### config.mk
export PLATFORM = sky130hd
export DESIGN_NAME = ssc_sensor_flat
export DESIGN_NICKNAME = d
export VERILOG_FILES = /design/src/ssc_pkg.sv /design/src/ssc_link_if.sv /design/src/ssc_sensor.sv /design/src/flat_wrapper.sv
export SDC_FILE = /design/constraint.sdc
export NUM_CORES = 1
export LEC_CHECK = 0
export ABC_AREA = 1
export BUFFER_PORTS_ARGS = -buffer_cell sky130_fd_sc_hd__buf_2
export CORE_ASPECT_RATIO = 1.2
export CORE_UTILIZATION = 54
export CTS_CLUSTER_DIAMETER = 60
export DETAILED_ROUTE_END_ITERATION = 10
export GPL_TIMING_DRIVEN = 0
export PLACE_DENSITY_LB_ADDON = 0.25
export SYNTH_ARGS = -nofsm -noshare
export SYNTH_HDL_FRONTEND = slang
export SYNTH_SLANG_ARGS = --single-unit
### constraint.sdc
create_clock -name pclk -period 2.09 [get_ports pclk]
set_input_delay 0.1045 -clock pclk [delete_from_list [all_inputs] [get_ports pclk]]
set_output_delay 0.1045 -clock pclk [all_outputs]
set_load 0.005 [all_outputs]
### src/ssc_pkg.sv
/*
 * ssc_pkg: constants and types shared by the sensor end and the host end of the
 * standby and output control link.
 * assumes: both ends run on one clock, pclk at 40 MHz.
 */
package ssc_pkg;
   // sensor register map, word index on the sensor's own register port
   localparam logic [7:0]  SSC_REG_OUT_CTRL  = 8'h0D;
   localparam logic [7:0]  SSC_REG_CLK_BYP   = 8'h65;
   localparam logic [15:0] SSC_OUT_CTRL_RST  = 16'h0000;
   localparam logic [15:0] SSC_CLK_BYP_RST   = 16'h0000;
   // output_and_standby_control fields; SSC_BIT_BYPASS is bit 0 of the clock bypass register
   localparam int SSC_BIT_RESTART   = 1;
   localparam int SSC_BIT_STANDBY   = 2;
   localparam int SSC_BIT_OUT_DIS   = 4;
   localparam int SSC_BIT_FORCE_DRV = 6;
   localparam int SSC_BIT_PIN_IGN   = 7;
   localparam int SSC_BIT_BYPASS    = 0;
   localparam logic [15:0] SSC_OUT_CTRL_MASK = 16'h00D4;
   // readout geometry, in pixel clocks and rows
   localparam int SSC_DATA_W = 10;
   localparam int SSC_CNT_W  = 6;
   localparam logic [5:0] SSC_LINE_ACT   = 6'h10;
   localparam logic [5:0] SSC_LINE_TOTAL = 6'h14;
   localparam logic [5:0] SSC_ROW_ACT    = 6'h08;
   localparam logic [5:0] SSC_ROW_TOTAL  = 6'h0A;
   localparam int SSC_DOM_N = 4;
   // master clock cycles the host waits after both qualifiers fall
   localparam int          SSC_MCLK_STOP_CYC = 2;
   localparam logic [1:0]  SSC_MCLK_STOP_CNT = 2'(SSC_MCLK_STOP_CYC);
   // host APB register map, byte addresses
   localparam logic [7:0] SSC_APB_CTRL   = 8'h00;
   localparam logic [7:0] SSC_APB_CMD    = 8'h04;
   localparam logic [7:0] SSC_APB_STATUS = 8'h08;
   localparam int SSC_CTRL_STBY = 0;
   localparam int SSC_CTRL_MCLK = 1;
   localparam int SSC_CMD_WE    = 24;
   localparam int SSC_ST_BUSY   = 0;
   localparam int SSC_ST_FV     = 1;
   localparam int SSC_ST_LV     = 2;
   localparam int SSC_ST_MCLK   = 3;
   localparam logic [1:0] SSC_CTRL_RST = 2'h2;

   typedef enum logic [2:0] {
      SSC_RUN, SSC_ROW_END, SSC_GATE_OFF, SSC_ANA_OFF,
      SSC_STBY, SSC_CLK_ON, SSC_ANA_ON, SSC_RESTART
   } ssc_pwr_type;
endpackage

### src/ssc_link_if.sv
/*
 * ssc_link_if: the pins between sensor and host, plus the sensor register port.
 * assumes: the bench resolves each two-way pin from its output and enable;
 * an enable ending in _oe_n is low while the sensor drives the pin.
 */
`timescale 1ns/1ps
interface ssc_link_if;
   logic [9:0]  pix_data;
   logic [9:0]  pix_data_oe_n;
   logic        frame_qual;
   logic        frame_qual_oe_n;
   logic        line_qual;
   logic        line_qual_oe_n;
   logic        pixel_clock_out;
   logic        pixel_clock_oe_n;
   logic        strobe_out;
   logic        strobe_oe_n;
   logic        diff_out;
   logic        diff_oe_n;
   logic        low_power_req;
   logic        master_clock_run;
   logic        reg_req;
   logic        reg_we;
   logic [7:0]  reg_addr;
   logic [15:0] reg_wdata;
   logic [15:0] reg_rdata;
   logic        reg_ack;

   modport dev  (output pix_data, pix_data_oe_n, frame_qual, frame_qual_oe_n, line_qual,
                 line_qual_oe_n, pixel_clock_out, pixel_clock_oe_n, strobe_out,
                 strobe_oe_n, diff_out, diff_oe_n, reg_rdata, reg_ack,
                 input low_power_req, master_clock_run, reg_req, reg_we, reg_addr,
                 reg_wdata);
   modport host (input pix_data, frame_qual, line_qual, pixel_clock_out, strobe_out,
                 reg_rdata, reg_ack,
                 output low_power_req, master_clock_run, reg_req, reg_we, reg_addr,
                 reg_wdata);
endinterface // ssc_link_if

### src/ssc_sensor.sv
/*
 * ssc_sensor: sensor end. readout timing, output enables, standby sequencer,
 * clock gating controls and the two sensor control registers.
 * assumes: pclk stands in for the master clock; master_clock_run tells whether
 * the host lets it run; the host holds reg_req until reg_ack.
 */
// The implementer's own choice: register access over APB.
`timescale 1ns/1ps
module ssc_sensor
   import ssc_pkg::*;
(
   input  wire logic                 pclk,
   input  wire logic                 presetn,
   ssc_link_if.dev                   link,
   input  wire logic                 serial_mode,
   input  wire logic                 strobe_req,
   output logic [SSC_DOM_N-1:0]      dom_clk_en,
   output logic                      analog_on,
   output logic                      bias_on,
   output logic                      standby_active,
   output logic                      tc_restart
);

   typedef struct packed {
      ssc_pwr_type          pwr;
      logic [15:0]          out_ctrl;
      logic [15:0]          clk_byp;
      logic                 pin_s1;
      logic                 pin_s2;
      logic                 run_s1;
      logic                 run_s2;
      logic                 src_pin;
      logic [SSC_CNT_W-1:0] col;
      logic [SSC_CNT_W-1:0] row;
      logic                 pclk_out;
      logic [9:0]           data;
      logic                 fv;
      logic                 lv;
      logic                 strobe;
      logic                 analog;
      logic                 restart;
      logic [15:0]          rdata;
      logic                 ack;
   } ssc_sen_state_type;

   ssc_sen_state_type st_r;
   ssc_sen_state_type st_nxt;

   logic drive_par;
   logic req_pin;
   logic req_reg;
   logic low_power;

   // true from SSC_GATE_OFF through SSC_CLK_ON; not in SSC_ROW_END, SSC_ANA_ON or SSC_RESTART
   function automatic logic ssc_is_low_power(input ssc_pwr_type p);
      return (p == SSC_GATE_OFF) || (p == SSC_ANA_OFF) || (p == SSC_STBY) ||
             (p == SSC_CLK_ON);
   endfunction

   //////////////////////////////////////////////////////////////////////////////
   // output enables: straight from the raw pin so bus sharing needs no clock
   assign drive_par = ~st_r.out_ctrl[SSC_BIT_OUT_DIS] &
                      (st_r.out_ctrl[SSC_BIT_FORCE_DRV] | ~link.low_power_req);
   assign link.pix_data_oe_n    = {SSC_DATA_W{serial_mode | ~drive_par}};
   assign link.frame_qual_oe_n  = serial_mode | ~drive_par;
   assign link.line_qual_oe_n   = serial_mode | ~drive_par;
   assign link.pixel_clock_oe_n = serial_mode | ~drive_par;
   assign link.strobe_oe_n      = ~serial_mode & ~drive_par;
   assign link.diff_oe_n        = ~serial_mode;
   assign link.diff_out         = st_r.data[0] ^ st_r.lv;

   // pixel side data comes from flip-flops only
   assign link.pix_data        = st_r.data;
   assign link.frame_qual      = st_r.fv;
   assign link.line_qual       = st_r.lv;
   assign link.pixel_clock_out = st_r.pclk_out;
   assign link.strobe_out      = st_r.strobe;
   assign link.reg_rdata       = st_r.rdata;
   assign link.reg_ack         = st_r.ack;

   //////////////////////////////////////////////////////////////////////////////
   // user side controls
   assign low_power      = ssc_is_low_power(st_r.pwr);
   assign standby_active = low_power;
   assign analog_on      = st_r.analog;
   assign bias_on        = st_r.analog;
   assign tc_restart     = st_r.restart;
   // bypass wins over gating so a debug setup sees every domain clocked
   assign dom_clk_en = st_r.clk_byp[SSC_BIT_BYPASS] ? {SSC_DOM_N{1'b1}} :
                       {SSC_DOM_N{~low_power}};

   // standby sources; the pin only counts through its synchroniser
   assign req_pin = st_r.pin_s2 & ~st_r.out_ctrl[SSC_BIT_PIN_IGN];
   assign req_reg = st_r.out_ctrl[SSC_BIT_STANDBY];

   //////////////////////////////////////////////////////////////////////////////
   // next state
   always_comb begin
      st_nxt         = st_r;
      st_nxt.pin_s1  = link.low_power_req;
      st_nxt.pin_s2  = st_r.pin_s1;
      st_nxt.run_s1  = link.master_clock_run;
      st_nxt.run_s2  = st_r.run_s1;
      st_nxt.ack     = 1'b0;
      st_nxt.restart = 1'b0;
      st_nxt.out_ctrl[SSC_BIT_RESTART] = 1'b0;

      // register port: silent while parked with the master clock stopped
      if (link.reg_req && !st_r.ack && !(low_power && !st_r.run_s2)) begin
         st_nxt.ack = 1'b1;
         if (link.reg_we) begin
            if (link.reg_addr == SSC_REG_OUT_CTRL) begin
               st_nxt.out_ctrl = link.reg_wdata & SSC_OUT_CTRL_MASK;
               st_nxt.restart  = link.reg_wdata[SSC_BIT_RESTART];
            end
            if (link.reg_addr == SSC_REG_CLK_BYP) begin
               st_nxt.clk_byp = link.reg_wdata;
            end
            st_nxt.rdata = link.reg_wdata;
         end else begin
            unique case (link.reg_addr)
               SSC_REG_OUT_CTRL: st_nxt.rdata = st_r.out_ctrl;
               SSC_REG_CLK_BYP:  st_nxt.rdata = st_r.clk_byp;
               default:          st_nxt.rdata = 16'h0000;
            endcase
         end
      end

      // readout timing, advances once per pixel clock period
      st_nxt.strobe = strobe_req;
      if (!low_power) begin
         st_nxt.pclk_out = ~st_r.pclk_out;
         if (st_r.pclk_out) begin
            if (st_r.col == SSC_LINE_TOTAL - 6'h01) begin
               st_nxt.col = '0;
               st_nxt.row = (st_r.row == SSC_ROW_TOTAL - 6'h01) ? '0 :
                            SSC_CNT_W'(st_r.row + 6'h01);
            end else begin
               st_nxt.col = SSC_CNT_W'(st_r.col + 6'h01);
            end
            st_nxt.lv   = (st_nxt.col < SSC_LINE_ACT) && (st_nxt.row < SSC_ROW_ACT);
            st_nxt.fv   = st_nxt.row < SSC_ROW_ACT;
            st_nxt.data = st_nxt.lv ? {st_nxt.row[3:0], st_nxt.col} : 10'h000;
         end
      end else begin
         st_nxt.pclk_out = 1'b1;
         st_nxt.data     = 10'h000;
         st_nxt.fv       = 1'b0;
         st_nxt.lv       = 1'b0;
         st_nxt.strobe   = 1'b0;
      end

      // standby sequencer; once left RUN nothing looks at the request until STBY
      unique case (st_r.pwr)
         SSC_RUN: begin
            if (req_pin || req_reg) begin
               st_nxt.pwr     = SSC_ROW_END;
               st_nxt.src_pin = req_pin;
            end
         end
         SSC_ROW_END: begin
            if (!st_r.lv && !st_r.pclk_out) begin
               st_nxt.pwr = SSC_GATE_OFF;
            end
         end
         SSC_GATE_OFF: st_nxt.pwr = SSC_ANA_OFF;
         SSC_ANA_OFF: begin
            st_nxt.analog = 1'b0;
            st_nxt.pwr    = SSC_STBY;
         end
         SSC_STBY: begin
            // leave only when the source that caused entry is gone
            if (st_r.src_pin ? !st_r.pin_s2 : !req_reg) begin
               st_nxt.pwr = SSC_CLK_ON;
            end
         end
         SSC_CLK_ON: st_nxt.pwr = SSC_ANA_ON;
         SSC_ANA_ON: begin
            st_nxt.analog = 1'b1;
            st_nxt.pwr    = SSC_RESTART;
         end
         SSC_RESTART: begin
            st_nxt.restart = 1'b1;
            st_nxt.pwr     = SSC_RUN;
         end
      endcase

      // timing restart, by register bit or at standby exit, starts a new frame
      if (st_r.restart) begin
         st_nxt.col      = '0;
         st_nxt.row      = '0;
         st_nxt.pclk_out = 1'b0;
      end
   end

   //////////////////////////////////////////////////////////////////////////////
   // state register; the control registers sit here and keep their contents
   always_ff @(posedge pclk or negedge presetn) begin
      if (!presetn) begin
         st_r          <= '0;
         st_r.pwr      <= SSC_RUN;
         st_r.out_ctrl <= SSC_OUT_CTRL_RST;
         st_r.clk_byp  <= SSC_CLK_BYP_RST;
         st_r.analog   <= 1'b1;
         st_r.run_s1   <= 1'b1;
         st_r.run_s2   <= 1'b1;
      end else begin
         st_r <= st_nxt;
      end
   end

endmodule // ssc_sensor

### src/flat_wrapper.sv
// flat-port wrapper written by rule: the top's interface ports become plain ports
module ssc_sensor_flat import ssc_pkg::*;
  (pclk, presetn, serial_mode, strobe_req, dom_clk_en, analog_on, bias_on, standby_active, tc_restart, link_pix_data, link_pix_data_oe_n, link_frame_qual, link_frame_qual_oe_n, link_line_qual, link_line_qual_oe_n, link_pixel_clock_out, link_pixel_clock_oe_n, link_strobe_out, link_strobe_oe_n, link_diff_out, link_diff_oe_n, link_reg_rdata, link_reg_ack, link_low_power_req, link_master_clock_run, link_reg_req, link_reg_we, link_reg_addr, link_reg_wdata);
  ssc_link_if link_i ();
  input  wire logic pclk;
  input  wire logic presetn;
  input  wire logic serial_mode;
  input  wire logic strobe_req;
  output logic [SSC_DOM_N-1:0] dom_clk_en;
  output logic analog_on;
  output logic bias_on;
  output logic standby_active;
  output logic tc_restart;
  output wire logic [$bits(link_i.pix_data)-1:0] link_pix_data;
  output wire logic [$bits(link_i.pix_data_oe_n)-1:0] link_pix_data_oe_n;
  output wire logic [$bits(link_i.frame_qual)-1:0] link_frame_qual;
  output wire logic [$bits(link_i.frame_qual_oe_n)-1:0] link_frame_qual_oe_n;
  output wire logic [$bits(link_i.line_qual)-1:0] link_line_qual;
  output wire logic [$bits(link_i.line_qual_oe_n)-1:0] link_line_qual_oe_n;
  output wire logic [$bits(link_i.pixel_clock_out)-1:0] link_pixel_clock_out;
  output wire logic [$bits(link_i.pixel_clock_oe_n)-1:0] link_pixel_clock_oe_n;
  output wire logic [$bits(link_i.strobe_out)-1:0] link_strobe_out;
  output wire logic [$bits(link_i.strobe_oe_n)-1:0] link_strobe_oe_n;
  output wire logic [$bits(link_i.diff_out)-1:0] link_diff_out;
  output wire logic [$bits(link_i.diff_oe_n)-1:0] link_diff_oe_n;
  output wire logic [$bits(link_i.reg_rdata)-1:0] link_reg_rdata;
  output wire logic [$bits(link_i.reg_ack)-1:0] link_reg_ack;
  input wire logic [$bits(link_i.low_power_req)-1:0] link_low_power_req;
  input wire logic [$bits(link_i.master_clock_run)-1:0] link_master_clock_run;
  input wire logic [$bits(link_i.reg_req)-1:0] link_reg_req;
  input wire logic [$bits(link_i.reg_we)-1:0] link_reg_we;
  input wire logic [$bits(link_i.reg_addr)-1:0] link_reg_addr;
  input wire logic [$bits(link_i.reg_wdata)-1:0] link_reg_wdata;
  assign link_pix_data = link_i.pix_data;
  assign link_pix_data_oe_n = link_i.pix_data_oe_n;
  assign link_frame_qual = link_i.frame_qual;
  assign link_frame_qual_oe_n = link_i.frame_qual_oe_n;
  assign link_line_qual = link_i.line_qual;
  assign link_line_qual_oe_n = link_i.line_qual_oe_n;
  assign link_pixel_clock_out = link_i.pixel_clock_out;
  assign link_pixel_clock_oe_n = link_i.pixel_clock_oe_n;
  assign link_strobe_out = link_i.strobe_out;
  assign link_strobe_oe_n = link_i.strobe_oe_n;
  assign link_diff_out = link_i.diff_out;
  assign link_diff_oe_n = link_i.diff_oe_n;
  assign link_reg_rdata = link_i.reg_rdata;
  assign link_reg_ack = link_i.reg_ack;
  assign link_i.low_power_req = link_low_power_req;
  assign link_i.master_clock_run = link_master_clock_run;
  assign link_i.reg_req = link_reg_req;
  assign link_i.reg_we = link_reg_we;
  assign link_i.reg_addr = link_reg_addr;
  assign link_i.reg_wdata = link_reg_wdata;
  ssc_sensor u_core (.pclk(pclk), .presetn(presetn), .link(link_i), .serial_mode(serial_mode), .strobe_req(strobe_req), .dom_clk_en(dom_clk_en), .analog_on(analog_on), .bias_on(bias_on), .standby_active(standby_active), .tc_restart(tc_restart));
endmodule
==> out/summary.txt, run 1 <==
CTS H-Tree Depth: 3
status: completed
data arrival time of the critical path: 2.19 ns
antenna violation net count after detailed routing: 0
Yosys Warn Count: 0
via count of the first global-routing pass: 3089
final clock period utilization by the worst path: 93.8%
Die Footprint: 0.00745 sq mm
iteration count of the initial detailed-routing pass: 4
clock slew seen by the registers of the worst setup and hold paths: 0.07 ns
final slew viol count: 0
flip-flop count of the largest register, all copies and words added: 37
kind of launch point of the worst setup path: register
count of final hold-check violations: 0
fraction of layout instances using a drive strength above 1: 29.4%
shortest clock period the worst path allows after layout: 1.96 ns
Seq/Total Area, Yosys: 47.7%
placed wire-length estimate after detailed placement: 5.79 mm
Routed WL: 8.19 mm
average cell area after synthesis: 8.27 sq um
DR WL/cell: 12.3 um
effective utilization at floorplan: 56.0%
leakage dissipation: 0.00255 uW
DRC violations left: 0
total power of the final layout: 4920 uW
number of max-capacitance violations reported: 0
total clock buffers created by CTS: 9
initial antenna violation count: 0
Fmax achieved: 510 MHz
post-synth cell types: 36
synthesized area: 0.00384 sq mm
signed area change from the synthesized netlist to the final layout: 24.6%
Setup Slack @ Placement: -0.0899 ns
category of the critical setup timing path: register to register
routed vias/inst: 5.01
post-layout net count: 615
number of diodes: 0
DIE WIDTH: 78.9 um
worst-margin pin slew: 0.890 ns
RSZ-0062 raised after global routing: no
insertion delay to the later sink of the worst-skew pair: 0.35 ns
clk sinks: 73
number of buffers added on ports: 85
num ports: 87
TritonCTS clock tree: done
Core Area: 0.00685 sq mm
largest net degree at the start of global routing: 74
vias after detailed routing: 3350
required arrival time at the worst endpoint: 2.32 ns
FP Rows: 33
worst hold slack after final layout: 0.00804 ns
number of DRC markers after the initial detailed-route iteration: 294
grt ovf: 0
number of instances in the synthesized netlist: 464
final setup violating endpoints: 0
Net Count, Synth: 502
cell at the root of the clock tree: sky130_fd_sc_hd__clkbuf_8
weighted congestion reported at the end of routability-driven placement: 0.909
Max transition margin: 40.7%
share of the core filled with cells in the final layout: 69.8%
Max rail drop VDD: 0.686 mV
Die H: 94.3 um
power per unit of standard cell area: 1030 mW/mm^2
deepest clock path buffer count: 2
number of cells in the design after placement: 636
biggest fanout along the worst timing path: 10
post-layout instance count excluding filler cells: 668
classification of the worst-slack hold path: primary input to register
Worst Clk Skew: 0.0106 ns
Most flops, register: u_core.st_r
final critical-path setup slack: 0.129 ns
wire length of the first global-routing pass: 13.2 mm
flip-flop and latch count after synthesis: 73
total global routing track utilization: 23.2%
Critical Path End Type: register
[repair_timing]
action	4_1_cts	5_1_grt
setup endpoints to repair	13	43
buffers inserted	2	0
pin swaps	1	0
resized for setup	1	3
endpoints found under the hold margin	84	1
hold buffers	14	1
[layout by cell type (no fill, tap or decap), types with 6 or more instances in the layout]
cell / n
sky130_fd_sc_hd__nand2_1: 97
sky130_fd_sc_hd__buf_2: 89
sky130_fd_sc_hd__inv_1: 70
sky130_fd_sc_hd__dfrtp_1: 69
sky130_fd_sc_hd__nand3_1: 45
sky130_fd_sc_hd__buf_4: 45
sky130_fd_sc_hd__o21ai_0: 29
sky130_fd_sc_hd__nor2_1: 21
sky130_fd_sc_hd__o21ai_1: 18
sky130_fd_sc_hd__dlygate4sd3_1: 15
sky130_fd_sc_hd__clkbuf_8: 13
sky130_fd_sc_hd__a22oi_1: 12
sky130_fd_sc_hd__o22ai_1: 6
[cell type report]
cell class	count	area, sq um
inverters	75	283
flip-flops and latches	73	1830
plain buffers	52	378
repair buffers	102	606
clock inverters	2	35.0
multi-input cells	264	1360
fillers	570	2070
well taps	87	109
clock buffers	13	179
[logic make-up (layout without fill, tap and decap cells)]
logic type / after synthesis / count (layout) / synth area share, %
flops: 73 / 73 / 47.7
xor+xnor: 2 / 2 / 0.457
buf+inv: 127 / 244 / 17.2
simple gates: 180 / 180 / 21.2
fa+ha+maj: 6 / 6 / 1.96
compound gates: 76 / 76 / 11.4
[worst max-delay path: stages, from the launching register on]
cell                      delay, ns
sky130_fd_sc_hd__dfrtp_1       0.47
sky130_fd_sc_hd__ha_4          0.34
sky130_fd_sc_hd__nor2_2        0.06
sky130_fd_sc_hd__nor3_4        0.21
sky130_fd_sc_hd__buf_12        0.15
sky130_fd_sc_hd__inv_2         0.06
sky130_fd_sc_hd__buf_2         0.21
sky130_fd_sc_hd__a22oi_1       0.23
sky130_fd_sc_hd__o31ai_2       0.10
[layer usage]
metal | up-vias | global-route usage [%] | routed length, um
li1 | 1675 | - | -
met1 | 1553 | 25.4 | 3310
met2 | 109 | 42.6 | 4330
met3 | 13 | 5.22 | 412
met4 | 0 | 10.5 | 141
met5 | - | 0 | 0
[synthesized netlist by cell type (all sizes together)]
cell type  instances  share of area [%]
a21oi              5               0.65
nand3b             1               0.20
nand3             46                6.3
o22ai              6               0.98
dfrtp             70                 46
dfstp              3                2.1
nor3               6                1.2
nand4              2               0.33
nor4               2               0.72
o21ai             48                6.4
ha                 6                2.0
o31ai              4               0.91
clkinv             2               0.23
buf               50                9.7
a22oi             12                2.3
o211ai             1               0.20
xor2               2               0.46
clkbuf             2               0.20
nand2             98                9.7
inv               73                7.1
and2               1               0.16
or2                1               0.16
nor2              23                2.4
[power by group]
group | total, uW | leakage, uW | switching, uW | internal [uW]
Clock | 1170 | 0.000112 | 500 | 673
Sequential | 1930 | 0.000924 | 221 | 1710
Combinational | 1820 | 0.00152 | 984 | 834
Total | 4920 | 0.00255 | 1710 | 3210
[worst paths after layout]
| check | from | end | slack, ns | cells past startpoint |
|---|---|---|---|---|
| worst min register to register | u_core.st_nxt[46] | u_core.st_r[46] | 0.36 | 0 |
| worst max register to register | u_core.st_r[84] | u_core.link.reg_rdata[15] | 0.13 | 8 |
| worst max-delay path | u_core.st_r[84] | u_core.link.reg_rdata[15] | 0.13 | 8 |
| worst min-delay path | link_reg_wdata[9] | u_core.st_r[59] | 0.008 | 3 |
| min in group asynchronous | presetn | u_core.link.pix_data[7] | 0.40 | 2 |
| max in group asynchronous | presetn | u_core.st_r[83] | 1.06 | 2 |
[stage by stage]
step | instance area (sq um) | TNS [ns]
after CTS | 4760 | 0
after global routing | 4780 | 0
after floorplan | 3840 | 0
after global placement | 4370 | -0.138
after detailed placement | 4370 | -0.357
final | 4780 | 0
Power figures use the tool's default switching activity.
==> run 2: changes to the inputs <==
--- a/config.mk
+++ b/config.mk
@@ -8,6 +8,7 @@
 export ABC_AREA = 1
 export BUFFER_PORTS_ARGS = -buffer_cell sky130_fd_sc_hd__buf_2
 export CORE_ASPECT_RATIO = 1.2
+export CORE_MARGIN = 10
 export CORE_UTILIZATION = 54
 export CTS_CLUSTER_DIAMETER = 60
 export DETAILED_ROUTE_END_ITERATION = 10
==> out/summary.txt, run 2 (same netlist as run 1, synthesis figures left out) <==
number of cells in the design after placement: 637 (+0.16%)
grt ovf: 0 (unchanged)
final critical-path setup slack: 0.148 ns (+0.0190 ns)
Max transition margin: 61.6% (+21 points)
largest net degree at the start of global routing: 74 (unchanged)
num ports: 87 (unchanged)
DRC violations left: 0 (unchanged)
placed wire-length estimate after detailed placement: 6.68 mm (+15%)
clk sinks: 73 (unchanged)
vias after detailed routing: 3342 (-0.24%)
stage delay of the slowest cell on the critical path: 0.45 ns (-0.02 ns)
kind of launch point of the worst setup path: register
Fmax achieved: 515 MHz (+0.98%)
Max rail drop VDD: 0.583 mV (-15%)
Total Negative Setup Slacks: 0 ns (unchanged)
post-layout instance count excluding filler cells: 675 (+1.0%)
antenna violation net count after detailed routing: 0 (unchanged)
number of inserted filler cells in the final layout: 530 (-7.0%)
shortest clock period the worst path allows after layout: 1.94 ns (-0.0190 ns)
Core Area: 0.00690 sq mm (+0.60%)
total global routing track utilization: 16.6% (-6.6 points)
DR WL/cell: 13.4 um (+9.6%)
Routed WL: 9.08 mm (+11%)
Setup Slack @ Placement: -0.0810 ns (+0.00890 ns)
Die H: 112 um (+19%)
number of DRC markers after the initial detailed-route iteration: 151 (-49%)
worst-margin pin slew: 0.574 ns (-0.316 ns)
number of diodes: 0 (unchanged)
wire length of the first global-routing pass: 15.4 mm (+16%)
status: completed
effective utilization at floorplan: 55.6% (-0.34 points)
cell-by-cell trace of the critical path: inv_1, ha_4, nor2_2, nor3_4, buf_4, nand2_2, clkinv_2, buf_2, a22oi_1, o31ai_2
Critical Path End Type: register
CTS H-Tree Depth: 3 (unchanged)
final setup violating endpoints: 0 (unchanged)
post-layout net count: 621 (+0.98%)
final clock period utilization by the worst path: 92.9% (-0.91 points)
FF/Latch Area: 0.00183 sq mm (unchanged)
Crit path max-delay family: buffers and inverters
top library cells by usage in the layout, fill and taps aside: sky130_fd_sc_hd__nand2_1, sky130_fd_sc_hd__buf_2, sky130_fd_sc_hd__inv_1
flip-flop count of the largest register, all copies and words added: 37 (unchanged)
category of the critical setup timing path: register to register
total power of the final layout: 4920 uW (about the same)
number of max-capacitance violations reported: 0 (unchanged)
total clock buffers created by CTS: 9 (unchanged)
required arrival time at the worst endpoint: 2.32 ns (about the same)
leakage dissipation: 0.00257 uW (+0.69%)
data arrival time of the critical path: 2.17 ns (-0.02 ns)
initial antenna violation count: 0 (unchanged)
TritonCTS clock tree: done
weighted congestion reported at the end of routability-driven placement: 0.876 (-3.6%)
RSZ-0062 raised after global routing: no
commonest non-fill, non-tap cell in the layout: sky130_fd_sc_hd__nand2_1
deepest clock path buffer count: 2 (unchanged)
Die Footprint: 0.0109 sq mm (+46%)
Most flops, register: u_core.st_r
insertion delay to the later sink of the worst-skew pair: 0.35 ns (about the same)
count of final hold-check violations: 0 (unchanged)
FP Rows: 33 (unchanged)
number of buffers added on ports: 85 (unchanged)
DIE WIDTH: 96.9 um (+23%)
critical path buffer and inverter count: 4 (+1)
routed vias/inst: 4.95 (-1.3%)
iteration count of the initial detailed-routing pass: 5 (+1)
clock slew seen by the registers of the worst setup and hold paths: 0.08 ns (about the same)
library cell contributing the largest single delay on the critical path: sky130_fd_sc_hd__dfrtp_2
total area of multi-input combinational cells: 0.00136 sq mm (unchanged)
power per unit of standard cell area: 1020 mW/mm^2 (-1.0%)
via count of the first global-routing pass: 3353 (+8.5%)
Worst Clk Skew: 0.0114 ns (+0.000789 ns)
classification of the worst-slack hold path: primary input to register
fraction of layout instances using a drive strength above 1: 29.8% (+0.33 points)
biggest fanout along the worst timing path: 10 (unchanged)
cell at the root of the clock tree: sky130_fd_sc_hd__clkbuf_8
final slew viol count: 0 (unchanged)
signed area change from the synthesized netlist to the final layout: 26.0%
[run 2: power breakdown]
group	total [uW]	switching [uW]	internal [uW]
registers	1930	229	1700
logic	1860	1020	844
clock network	1130	567	561
total	4920	1810	3110
[run 2: path summary, 6_finish.rpt]
kind	start	end	cells after the start	slack (ns)
min in group asynchronous	presetn	u_core.st_r[33]	3	0.29
worst min register to register	u_core.st_nxt[46]	u_core.st_r[46]	0	0.36
worst min-delay path	link_reg_wdata[1]	u_core.st_r[51]	3	0.03
worst max-delay path	u_core.st_r[83]	u_core.link.reg_rdata[15]	10	0.15
max in group asynchronous	presetn	u_core.st_nxt[46]	3	1.47
worst max register to register	u_core.st_r[83]	u_core.link.reg_rdata[15]	10	0.15
[run 2: layout make-up]
type	instances	area share, %
Multi-Input combinational cell	264	28.1
Clock buffer	9	2.56
Sequential cell	73	37.9
Timing Repair Buffer	108	13.8
Tap cell	87	2.25
Buffer	52	7.82
Clock inverter	7	1.60
Inverter	75	5.93
[run 2: timing repair]
item / 4_1_cts / 5_1_grt
hold buffers: 19 / 0
pin swaps: 1 / 0
buffers inserted: 3 / 0
endpoints found under the hold margin: 92 / 0
resized for setup: 2 / 3
endpoints found under the setup margin: 24 / 43
[run 2: metal layers]
layer / track usage (%) / share of wire (%) / up-vias
met2: 29.8 / 51 / 104
met5: 0 / 0 / -
li1: - / - / 1682
met4: 7.00 / 1.6 / 0
met3: 3.99 / 6.2 / 12
met1: 18.4 / 41 / 1544
[run 2: per-stage QoR]
step           area [sq um]  utilization (%)  hold slack, ns
2_1_floorplan          3840                -          -0.191
3_3_place_gp           4370             63.4           0.225
3_5_place_dp           4400             63.8           0.146
4_1_cts                4820             69.9          0.0101
5_1_grt                4830             70.1          0.0397
6_report               4830             70.1          0.0273
[run 2: worst register-to-register path, cell delays in order (launching register included)]
cell and delay, ns:
sky130_fd_sc_hd__dfrtp_2 0.45, sky130_fd_sc_hd__inv_1 0.11, sky130_fd_sc_hd__ha_4 0.23, sky130_fd_sc_hd__nor2_2 0.15, sky130_fd_sc_hd__nor3_4 0.05, sky130_fd_sc_hd__buf_4 0.16
sky130_fd_sc_hd__nand2_2 0.06, sky130_fd_sc_hd__clkinv_2 0.10, sky130_fd_sc_hd__buf_2 0.21, sky130_fd_sc_hd__a22oi_1 0.19, sky130_fd_sc_hd__o31ai_2 0.10
